==> src/rtl/bcgoc_params.svh <==
// Constants for block clock gating and ring oscillator control
`ifndef BCGOC_PARAMS_SVH
`define BCGOC_PARAMS_SVH

// ==========================================================
// Register byte offsets
`define BCGOC_OFS_CLK_CTRL     8'h00
`define BCGOC_OFS_SLEEP_EN     8'h04
`define BCGOC_OFS_BLK_EN       8'h08
`define BCGOC_OFS_CLK_REQ      8'h0C
`define BCGOC_OFS_OSC_STAT     8'h10
`define BCGOC_OFS_WAKE_EN      8'h14
`define BCGOC_OFS_WAKE_EDGE    8'h18

// ==========================================================
// Clock control fields and reset values
`define BCGOC_MODE_LSB         0
`define BCGOC_MODE_MSB         1
`define BCGOC_SLEEP_FLAG_BIT   2
`define BCGOC_MODE_RST         2'h1
`define BCGOC_MODE_OFF         2'h0
`define BCGOC_MODE_SLEEP       2'h1
`define BCGOC_MODE_GATE        2'h2
`define BCGOC_MODE_ON          2'h3

// ==========================================================
// Oscillator status fields
`define BCGOC_STAT_RUN_BIT     0
`define BCGOC_STAT_ALLOW_BIT   1
`define BCGOC_STAT_CPUOFF_BIT  2
`define BCGOC_STAT_WAKE_BIT    3
`define BCGOC_STAT_OSCON_BIT   4
`define BCGOC_STAT_TREE_BIT    5

// ==========================================================
// Wake pulse length in cycles, per source
`define BCGOC_WAKE_LEN_DEF     8'h04

`endif

==> src/rtl/bcgoc_pkg.sv <==
// Types shared by the block clock gating and oscillator control logic
package bcgoc_pkg;

   // ==========================================================
   // Per-block clocking state, one-hot
   typedef enum logic [3:0] {
      BCGOC_DISABLED = 4'h1,
      BCGOC_FULL     = 4'h2,
      BCGOC_PREP     = 4'h4,
      BCGOC_SLEEP    = 4'h8
   } bcgoc_state_e;

   // ==========================================================
   // Oscillator control outputs
   typedef struct packed {
      logic osc_run_enable;
      logic osc_sleep_allowed;
      logic osc_power_on;
      logic tree_gate_enable;
   } bcgoc_osc_s;

endpackage : bcgoc_pkg

==> src/rtl/bcgoc_top.sv <==
// Per-block clock gating, ring oscillator run control and wake handling
`include "bcgoc_params.svh"

module bcgoc_top #(
   parameter int                NBLK         = 32,
   parameter int                NSRC         = 8,
   parameter logic [NSRC*8-1:0] WAKE_LEN_VEC = {NSRC{`BCGOC_WAKE_LEN_DEF}}
) (
   // Clock and reset
   input  wire logic                 clock,
   input  wire logic                 rst,
   // APB slave
   input  wire logic                 psel,
   input  wire logic                 penable,
   input  wire logic                 pwrite,
   input  wire logic [7:0]           paddr,
   input  wire logic [31:0]          pwdata,
   output logic      [31:0]          prdata,
   output logic                      pready,
   output logic                      pslverr,
   // Peripheral blocks
   input  wire logic [NBLK-1:0]      block_idle,
   output logic      [NBLK-1:0]      block_sleep_request,
   output logic      [NBLK-1:0]      block_clock_request,
   output logic      [NBLK-1:0]      block_clock_gate_en,
   output logic      [NBLK-1:0]      block_reset,
   // Processor
   input  wire logic                 cpu_sleep_enter,
   output logic                      cpu_clock_off,
   output logic                      cpu_irq,
   // Wake sources from pins
   input  wire logic [NSRC-1:0]      wake_source,
   output logic                      wake_active,
   // Oscillator
   output bcgoc_pkg::bcgoc_osc_s     osc_ctl
);

   // ==========================================================
   // Registers
   logic [1:0]              mode_ff;
   logic                    sleep_flag_ff;
   logic [NBLK-1:0]         sleep_en_ff;
   logic [NBLK-1:0]         blk_en_ff;
   logic [NSRC-1:0]         group_irq_enable_ff;
   logic [NSRC-1:0]         wake_edge_ff;
   logic [31:0]             prdata_ff;
   logic                    pslverr_ff;
   logic                    cpu_clock_off_ff;
   logic                    cpu_irq_ff;
   bcgoc_pkg::bcgoc_state_e st_ff      [NBLK];
   bcgoc_pkg::bcgoc_state_e nxt_st     [NBLK];
   logic [NBLK-1:0]         gate_en_ff;
   logic [NSRC-1:0]         sync1_ff;
   logic [NSRC-1:0]         sync2_ff;
   logic [NSRC-1:0]         sync3_ff;
   logic [NSRC-1:0]         src_ff;
   logic [7:0]              wake_cnt_ff [NSRC];
   logic [NSRC-1:0]         wake_trig;
   logic [NSRC-1:0]         level_irq;
   logic [NBLK-1:0]         sleeping;
   logic [NBLK-1:0]         clk_req;
   logic                    wr_en;
   logic                    setup;
   logic                    mapped;
   logic                    allowed;
   logic                    run_calc;
   logic                    wake_any;

   // ==========================================================
   // Helpers
   function automatic logic clk_needed(input bcgoc_pkg::bcgoc_state_e s);
      clk_needed = (s == bcgoc_pkg::BCGOC_FULL) || (s == bcgoc_pkg::BCGOC_PREP);
   endfunction : clk_needed

   function automatic logic is_reg(input logic [7:0] a);
      is_reg = (a == `BCGOC_OFS_CLK_CTRL) || (a == `BCGOC_OFS_SLEEP_EN)
            || (a == `BCGOC_OFS_BLK_EN) || (a == `BCGOC_OFS_CLK_REQ)
            || (a == `BCGOC_OFS_OSC_STAT) || (a == `BCGOC_OFS_WAKE_EN)
            || (a == `BCGOC_OFS_WAKE_EDGE);
   endfunction : is_reg

   // ==========================================================
   // APB decode
   assign setup   = psel && !penable;
   assign mapped  = is_reg(paddr);
   assign wr_en   = psel && penable && pwrite && mapped;
   assign pready  = 1'b1;
   assign prdata  = prdata_ff;
   assign pslverr = pslverr_ff;

   // Global sleep flag and mode; a wake beats a same-cycle write of the flag, not of the mode
   always_ff @(posedge clock)
   begin
      if (rst)
      begin
         mode_ff       <= `BCGOC_MODE_RST;
         sleep_flag_ff <= 1'b0;
      end
      else
      begin
         if (wr_en && paddr == `BCGOC_OFS_CLK_CTRL)
         begin
            mode_ff       <= pwdata[`BCGOC_MODE_MSB:`BCGOC_MODE_LSB];
            sleep_flag_ff <= pwdata[`BCGOC_SLEEP_FLAG_BIT];
         end
         if (|wake_trig)
         begin
            sleep_flag_ff <= 1'b0;
         end
      end
   end

   // Block enables of sleeping blocks hold: their bus clocks are gated; sleep enables stay writable
   always_ff @(posedge clock)
   begin
      if (rst)
      begin
         sleep_en_ff <= '0;
         blk_en_ff   <= '0;
      end
      else
      begin
         if (wr_en && paddr == `BCGOC_OFS_SLEEP_EN)
         begin
            sleep_en_ff <= pwdata[NBLK-1:0];
         end
         if (wr_en && paddr == `BCGOC_OFS_BLK_EN)
         begin
            blk_en_ff <= (pwdata[NBLK-1:0] & ~sleeping) | (blk_en_ff & sleeping);
         end
      end
   end

   always_ff @(posedge clock)
   begin
      if (rst)
      begin
         group_irq_enable_ff <= '0;
         wake_edge_ff        <= '1;
      end
      else
      begin
         if (wr_en && paddr == `BCGOC_OFS_WAKE_EN)
         begin
            group_irq_enable_ff <= pwdata[NSRC-1:0];
         end
         if (wr_en && paddr == `BCGOC_OFS_WAKE_EDGE)
         begin
            wake_edge_ff <= pwdata[NSRC-1:0];
         end
      end
   end

   // Read data is latched in setup so the access phase sees a flop
   always_ff @(posedge clock)
   begin
      if (rst)
      begin
         prdata_ff  <= '0;
         pslverr_ff <= 1'b0;
      end
      else if (setup)
      begin
         pslverr_ff <= !mapped;
         prdata_ff  <= '0;
         unique case (paddr)
            `BCGOC_OFS_CLK_CTRL:
            begin
               prdata_ff[`BCGOC_MODE_MSB:`BCGOC_MODE_LSB] <= mode_ff;
               prdata_ff[`BCGOC_SLEEP_FLAG_BIT]           <= sleep_flag_ff;
            end
            `BCGOC_OFS_SLEEP_EN:  prdata_ff[NBLK-1:0] <= sleep_en_ff;
            `BCGOC_OFS_BLK_EN:    prdata_ff[NBLK-1:0] <= blk_en_ff;
            `BCGOC_OFS_CLK_REQ:   prdata_ff[NBLK-1:0] <= clk_req;
            `BCGOC_OFS_OSC_STAT:
            begin
               prdata_ff[`BCGOC_STAT_RUN_BIT]    <= osc_ctl.osc_run_enable;
               prdata_ff[`BCGOC_STAT_ALLOW_BIT]  <= allowed;
               prdata_ff[`BCGOC_STAT_CPUOFF_BIT] <= cpu_clock_off_ff;
               prdata_ff[`BCGOC_STAT_WAKE_BIT]   <= wake_any;
               prdata_ff[`BCGOC_STAT_OSCON_BIT]  <= osc_ctl.osc_power_on;
               prdata_ff[`BCGOC_STAT_TREE_BIT]   <= osc_ctl.tree_gate_enable;
            end
            `BCGOC_OFS_WAKE_EN:   prdata_ff[NSRC-1:0] <= group_irq_enable_ff;
            `BCGOC_OFS_WAKE_EDGE: prdata_ff[NSRC-1:0] <= wake_edge_ff;
            default:              prdata_ff <= '0;
         endcase
      end
      else
      begin
         pslverr_ff <= 1'b0;
      end
   end

   // ==========================================================
   // Per-block clocking state machines
   assign block_sleep_request = sleep_en_ff & {NBLK{sleep_flag_ff}};

   always_comb
   begin
      for (int i = 0; i < NBLK; i++)
      begin
         nxt_st[i] = st_ff[i];
         unique case (st_ff[i])
            bcgoc_pkg::BCGOC_SLEEP:
            begin
               // Leave only toward FULL POWER, never straight to DISABLED
               if (!block_sleep_request[i])
                  nxt_st[i] = bcgoc_pkg::BCGOC_FULL;
            end
            default:
            begin
               if (!blk_en_ff[i])
                  nxt_st[i] = bcgoc_pkg::BCGOC_DISABLED;
               else if (!block_sleep_request[i])
                  nxt_st[i] = bcgoc_pkg::BCGOC_FULL;
               else if (!block_idle[i])
                  nxt_st[i] = bcgoc_pkg::BCGOC_PREP;
               else
                  nxt_st[i] = bcgoc_pkg::BCGOC_SLEEP;
            end
         endcase
      end
   end

   always_ff @(posedge clock)
   begin
      for (int i = 0; i < NBLK; i++)
      begin
         if (rst)
            st_ff[i] <= bcgoc_pkg::BCGOC_DISABLED;
         else
            st_ff[i] <= nxt_st[i];
      end
   end

   always_comb
   begin
      for (int i = 0; i < NBLK; i++)
      begin
         clk_req[i]     = clk_needed(st_ff[i]);
         sleeping[i]    = (st_ff[i] == bcgoc_pkg::BCGOC_SLEEP);
         block_reset[i] = (st_ff[i] == bcgoc_pkg::BCGOC_DISABLED);
      end
   end

   // Gate enable from a flop so it never glitches into the gating cell
   always_ff @(posedge clock)
   begin
      if (rst)
         gate_en_ff <= '0;
      else
         gate_en_ff <= clk_req;
   end

   assign block_clock_request = clk_req;
   assign block_clock_gate_en = gate_en_ff;

   // ==========================================================
   // Wake sources: three-stage sync, change once stages 2 and 3 agree
   always_ff @(posedge clock)
   begin
      if (rst)
      begin
         sync1_ff <= '0;
         sync2_ff <= '0;
         sync3_ff <= '0;
         src_ff   <= '0;
      end
      else
      begin
         sync1_ff <= wake_source;
         sync2_ff <= sync1_ff;
         sync3_ff <= sync2_ff;
         src_ff   <= (sync2_ff & ~(sync2_ff ^ sync3_ff)) | (src_ff & (sync2_ff ^ sync3_ff));
      end
   end

   // Only enabled, edge-configured sources wake; level ones only interrupt
   always_comb
   begin
      for (int i = 0; i < NSRC; i++)
      begin
         wake_trig[i] = group_irq_enable_ff[i] && wake_edge_ff[i]
                      && sync2_ff[i] && sync3_ff[i] && !src_ff[i];
         level_irq[i] = group_irq_enable_ff[i] && !wake_edge_ff[i] && src_ff[i];
      end
   end

   always_ff @(posedge clock)
   begin
      for (int i = 0; i < NSRC; i++)
      begin
         if (rst)
            wake_cnt_ff[i] <= '0;
         else if (wake_trig[i])
            wake_cnt_ff[i] <= WAKE_LEN_VEC[i*8 +: 8];
         else if (wake_cnt_ff[i] != 8'h00)
            wake_cnt_ff[i] <= wake_cnt_ff[i] - 8'h01;
      end
   end

   always_comb
   begin
      wake_any = 1'b0;
      for (int i = 0; i < NSRC; i++)
      begin
         wake_any = wake_any || (wake_cnt_ff[i] != 8'h00);
      end
   end

   assign wake_active = wake_any;

   // ==========================================================
   // Processor interrupt and clock-off indication
   always_ff @(posedge clock)
   begin
      if (rst)
         cpu_irq_ff <= 1'b0;
      else
         cpu_irq_ff <= (|wake_trig) || (|level_irq);
   end

   // An interrupt wins over a same-cycle sleep entry
   always_ff @(posedge clock)
   begin
      if (rst)
         cpu_clock_off_ff <= 1'b0;
      else if (cpu_irq_ff)
         cpu_clock_off_ff <= 1'b0;
      else if (cpu_sleep_enter)
         cpu_clock_off_ff <= 1'b1;
   end

   assign cpu_irq       = cpu_irq_ff;
   assign cpu_clock_off = cpu_clock_off_ff;

   // ==========================================================
   // Ring oscillator control
   assign allowed  = !(|clk_req) && cpu_clock_off_ff;
   assign run_calc = !allowed || wake_any;

   always_comb
   begin
      osc_ctl.osc_sleep_allowed = allowed;
      osc_ctl.osc_run_enable    = 1'b1;
      osc_ctl.osc_power_on      = 1'b1;
      osc_ctl.tree_gate_enable  = 1'b1;
      unique case (mode_ff)
         `BCGOC_MODE_OFF:
         begin
            osc_ctl.osc_run_enable   = 1'b0;
            osc_ctl.osc_power_on     = 1'b0;
            osc_ctl.tree_gate_enable = 1'b0;
         end
         `BCGOC_MODE_SLEEP:
         begin
            osc_ctl.osc_run_enable   = run_calc;
            osc_ctl.osc_power_on     = run_calc;
            osc_ctl.tree_gate_enable = run_calc;
         end
         `BCGOC_MODE_GATE:
         begin
            osc_ctl.osc_run_enable   = run_calc;
            osc_ctl.tree_gate_enable = run_calc;
         end
         `BCGOC_MODE_ON:
         begin
            osc_ctl.osc_run_enable = 1'b1;
         end
      endcase
   end

endmodule : bcgoc_top

==> config.mk <==
export PLATFORM = sky130hd
export DESIGN_NAME = bcgoc_top
export DESIGN_NICKNAME = d
export VERILOG_FILES = /design/src/rtl/bcgoc_pkg.sv /design/src/rtl/bcgoc_top.sv
export VERILOG_INCLUDE_DIRS = /design/src /design/src/rtl
export SDC_FILE = /design/constraint.sdc
export NUM_CORES = 1
export LEC_CHECK = 0
export BUFFER_PORTS_ARGS = -buffer_cell sky130_fd_sc_hd__buf_2
export CAP_MARGIN = 20
export CORE_MARGIN = 2
export CORE_UTILIZATION = 35
export DETAILED_ROUTE_END_ITERATION = 8
export SYNTH_ARGS = -nofsm -noshare
export SYNTH_HDL_FRONTEND = slang
export SYNTH_SLANG_ARGS = --single-unit
==> constraint.sdc <==
create_clock -name clock -period 4.45 [get_ports clock]
set_input_delay 0.445 -clock clock [delete_from_list [all_inputs] [get_ports clock]]
set_output_delay 0.445 -clock clock [all_outputs]
set_load 0.03 [all_outputs]
* Word-level counts from Yosys, hierarchy flattened
Memories as Yosys holds them, arrays and structs flattened. Index checks and enable logic that the tools add are counted.
Storage, ports and cells: input port bits 86, word-level logic and storage cells 637, flip-flop bits (word level) 182, bits in writable memories 192, memories 2
Memories:
- st_ff | words 32, width 4, read ports 32, clocked after Yosys merged registers in 0, write ports 32, RTL line bcgoc_top.sv:50 | bcgoc_pkg::bcgoc_state_e st_ff [NBLK];
- wake_cnt_ff | words 8, width 8, read ports 8, clocked after Yosys merged registers in 0, write ports 8, RTL line bcgoc_top.sv:57 | logic [7:0] wake_cnt_ff [NSRC];
Cells by class: add/sub/neg operators 8, bitwise gates (word level) 59, reductions and logical operators 142, eq/ne operators 137, muxes and demuxes 274
Operator list (number):
- 4-bit two-way mux | 192
- 4-bit by 1-bit equality test with 1-bit output, second input constant | 32
- 4-bit by 2-bit equality test with 1-bit output, second input constant | 32
- 4-bit by 3-bit equality test with 1-bit output, second input constant | 32
- 4-bit equality test, second input constant | 32
- 8-bit two-way mux | 16
- 32-bit bitwise AND | 3
- 24-bit case mux with 3 select lines | 1
- 8-bit nonzero test | 8
- 8-bit by 1-bit subtractor with 8-bit output, second input constant | 8
- 1-bit two-way mux | 59
- 1-bit logical AND | 58
- 1-bit bitwise OR | 48
- 1-bit logical OR | 47
- 32-bit inverter | 1
- 32-bit bitwise OR | 1
- 32-bit OR reduction | 1
- 8-bit by 5-bit equality test with 1-bit output, second input constant | 3
- 3-bit case mux with 7 select lines | 1
- 1-bit zero test | 20
- 3-bit case mux with 6 select lines | 1
- 8-bit bitwise AND | 2
- 8-bit by 4-bit equality test with 1-bit output, second input constant | 2
- 8-bit OR reduction | 2
- other kinds (14) | 18

* Longest topological paths before layout
An unclocked memory read counts as a cell.
depth in word-level cells 12, mapped depth 8, mapped depth without buffers 8

* Least setup slack after synthesis
Ideal clock, no wire load.
path kind register to output, from mem wake_cnt_ff[7][0], in the netlist wake_cnt_ff[1][24], to out osc_ctl[3] in the netlist's numbering, slack 1233 ps, stages on the path, launching flop included 9, path buffers 0, arrival time 2772 ps, data required time 4005 ps, path through edfxtp_1 inv_1 ha_1 or4b_4 or4_4 or4_4 nor2_4 a41oi_4 nor2b_1
RTL lines:
- from (decl) | RTL line bcgoc_top.sv:57
- to (decl) | RTL line bcgoc_top.sv:35 | output bcgoc_pkg::bcgoc_osc_s osc_ctl

==> results by group <==
Status
  • Status: complete, no violations

Worst setup path
  • CP cell instances: inv_1 -> ha_1 -> or4b_4 -> or4_4 -> or4_4 -> nor2_4 -> a41oi_4 -> nor2b_1 -> buf_2
  • Critical path type: reg -> out
  • Req. time, crit path: 4010 ps
  • Buf/Inv on CP: 2
  • Crit path largest cell delay: 560 ps
  • Crit-path leading delay family: simple AND/OR/NAND/NOR gates
  • CP Launch Type: register
  • Critical Path End Type: output pin
  • Cell mode on critical path: or4_4
  • CP max-delay cell: or4_4
  • Worst-path fanout max: 5
  • Arrival time worst endpoint: 3420 ps

Detailed routing
  • DRT iter0 DRCs: 991
  • Routed len/inst: 18.8 um
  • DRT Pass-1 Iters: 8
  • Total number of vias: 13,400
  • Final Routed Wirelength: 47.6 mm
  • Vias per std cell: 5.28
  • Final ANT Viol Nets: 0
  • DR DRC count: 0

STA
  • Final setup margin: 581 ps
  • Fin crit period: 3870 ps
  • Final setup vio count: 0
  • RSZ-0062 raised after global routing: false
  • Clock skew: 22.8 ps
  • Max Slew Vio Count: 0
  • TNS Setup: 0 ps
  • Relative slew margins: 26.9%
  • Final Hold Viols: 0
  • Final period util: 86.9%
  • Slew @ Worst Pin: 1100 ps
  • Fin Hold WS: 78.0 ps
  • Fmax: 0.258 GHz

Placement
  • Placed insts: 2,456
  • Pre-CTS WS: 1150 ps
  • Post-DP HPWL: 33.3 mm
  • RePlAce Congestion: 0.839
  • Port Buffers: 253

Final layout
  • Final core utilization: 43.4%
  • Layout cell share with drive strength beyond 1: 19.6%
  • Synth-to-Final Area Change: 22.1%
  • Antenna cells: 0
  • # nets final: 2,021
  • Final std cells w/o fill: 2,536

Die
  • Starting utilization of the core area: 35.5%
  • # rows: 76
  • Die width: 213 um
  • Number of I/O pins: 255
  • Die Area: 45,500 um2
  • Core box area: 43,200 um2
  • Chip height: 213 um

Clocking
  • Cts bufs inserted: 43
  • Sinks on Clock Net: 374
  • TritonCTS clock tree: done
  • Setup bufs post-CTS: 0
  • Post-CTS Hold Buffers: 0
  • Clock slew at reported path FFs: 60 ps
  • Post-CTS Resized: 0
  • Root buffer cell: clkbuf_16
  • Max clock buf depth: 3
  • Clock Latency Late Sink: 580 ps
  • H-tree depth: 2

Logic synthesis
  • Ys flop type: dfxtp_1
  • Synth cell types: 61
  • Mapped Avg Cell Area: 9.17 um2
  • Synth cell count leaders: dfxtp_1, nor2_1, nand2_1, a21oi_1, o21ai_0
  • Most numerous cell in the Yosys netlist: dfxtp_1
  • Cell accounting for the most synthesized area: dfxtp_1
  • Synth top area share: 40.5%
  • Synth Net Count: 1,777
  • Flops & latches, synth: 374
  • YS warnings: 0
  • Mapped Cells: 1,672
  • Sequential-to-total area share from yosys stat: 53.0%
  • Post-synth EDFFs: 64
  • Post-Syn Area: 15,300 um2
  • FFs w/ async S/R, synth: 0%
  • Top post-synthesis cells by area: dfxtp_1, edfxtp_1, nor2_1

Global routing
  • Vias in the first global route: 12,900
  • Remaining global-route overflow: 0
  • Global-route wire length before repair: 72.0 mm
  • Pin count of the biggest net entering global routing: 184
  • Gr usage total: 20.6%
  • Antenna violations before repair: 7

Min path
  • HP Class: in -> reg

Flow run
  • Number of max-cap violations: 0

Pwr
  • LEAKAGE: 7.48 nW
  • VDD IR max: 0.348 mV
  • Pwr Density: 479 nW/um2
==> layer usage <==
metal / vias to the layer above / routed length (um) / GRT usage (%) / part of all wire, %
met1: 6412 / 19600 / 25.5 / 41
li1: 6421 / - / - / -
met3: 101 / 4440 / 6.61 / 9.3
met2: 439 / 22000 / 33.6 / 46
met5: - / 78 / 0 / 0.16
met4: 12 / 1570 / 7.97 / 3.3
==> worst paths after layout <==
| check | endpoint | cells past startpoint | slack (ps) | from |
|---|---|---|---|---|
| hold / removal | sync1_ff[1] | 2 | 80 | rst |
| setup / recovery | osc_ctl[3] | 9 | 580 | wake_cnt_ff[1][24] |
| setup reg to reg | prdata[5] | 8 | 1620 | wake_cnt_ff[1][24] |
| hold reg to reg | sync2_ff[3] | 1 | 440 | sync1_ff[3] |
==> cells by family (layout without fill, tap and decap cells) <==
| family | count (synthesis) | count (layout) | synth area share [%] |
|---|---|---|---|
| simple gates | 797 | 797 | 26.6 |
| other cells | 1 | 1 | 0.0244 |
| fa+ha+maj | 19 | 19 | 1.55 |
| xor+xnor | 77 | 77 | 4.40 |
| compound gates | 272 | 272 | 10.9 |
| mux | 3 | 3 | 0.204 |
| buf+inv | 129 | 408 | 3.34 |
| flops | 374 | 374 | 53.0 |
==> area by class of cell <==
class	instances	area, um2
clock buffer	62	1290
clock inverter	18	214
fill	4269	24400
inverter	59	221
multi-input combinational	1169	6730
sequential	374	8130
tap	585	732
timing repair buffer	269	1420
==> layout by cell type, fill, tap and decap left out, types with 4 or more instances in the layout <==
master / instances
ha_1: 19
nor4b_1: 64
nand3_1: 39
nor3b_1: 7
or4_4: 4
or2_2: 13
dfxtp_1: 309
buf_2: 252
or3_1: 10
a21oi_1: 117
nand4_1: 9
nand2b_1: 4
o32ai_1: 12
a22oi_1: 11
clkinv_2: 9
nor4_1: 31
clkbuf_16: 45
a222oi_1: 28
a221oi_1: 4
nor2b_1: 34
clkbuf_1: 7
xnor2_1: 52
xor2_1: 25
nand2_1: 199
o21ai_0: 77
clkbuf_8: 10
and2_1: 6
and3_1: 4
buf_4: 14
nor2_1: 242
edfxtp_1: 64
and4_1: 34
nor3_1: 74
inv_1: 58
==> per-stage QoR <==
| stage | power (mW) | instance area [um2] |
|---|---|---|
| after floorplan | 5.00 | 15300 |
| after global placement | 5.28 | 17200 |
| after detailed placement | 5.34 | 17200 |
| after CTS | 9.06 | 18700 |
| after global routing | 9.39 | 18700 |
| final | 8.98 | 18700 |
==> where the power goes <==
group | internal [mW] | switching, mW
clock | 2.21 | 1.49
sequential | 3.80 | 0.204
combinational | 0.531 | 0.743
==> worst register-to-register path, delay by kind of cell (launching register included) <==
family	cells	cell delay, ps
and+or+nand+nor	4	1650
AOI/OAI and AO/OA	2	370
adders and majority gates	1	190
buffers and inverters	1	100
DFF	1	410
Note: power is estimated with default switching activity, not from simulation.
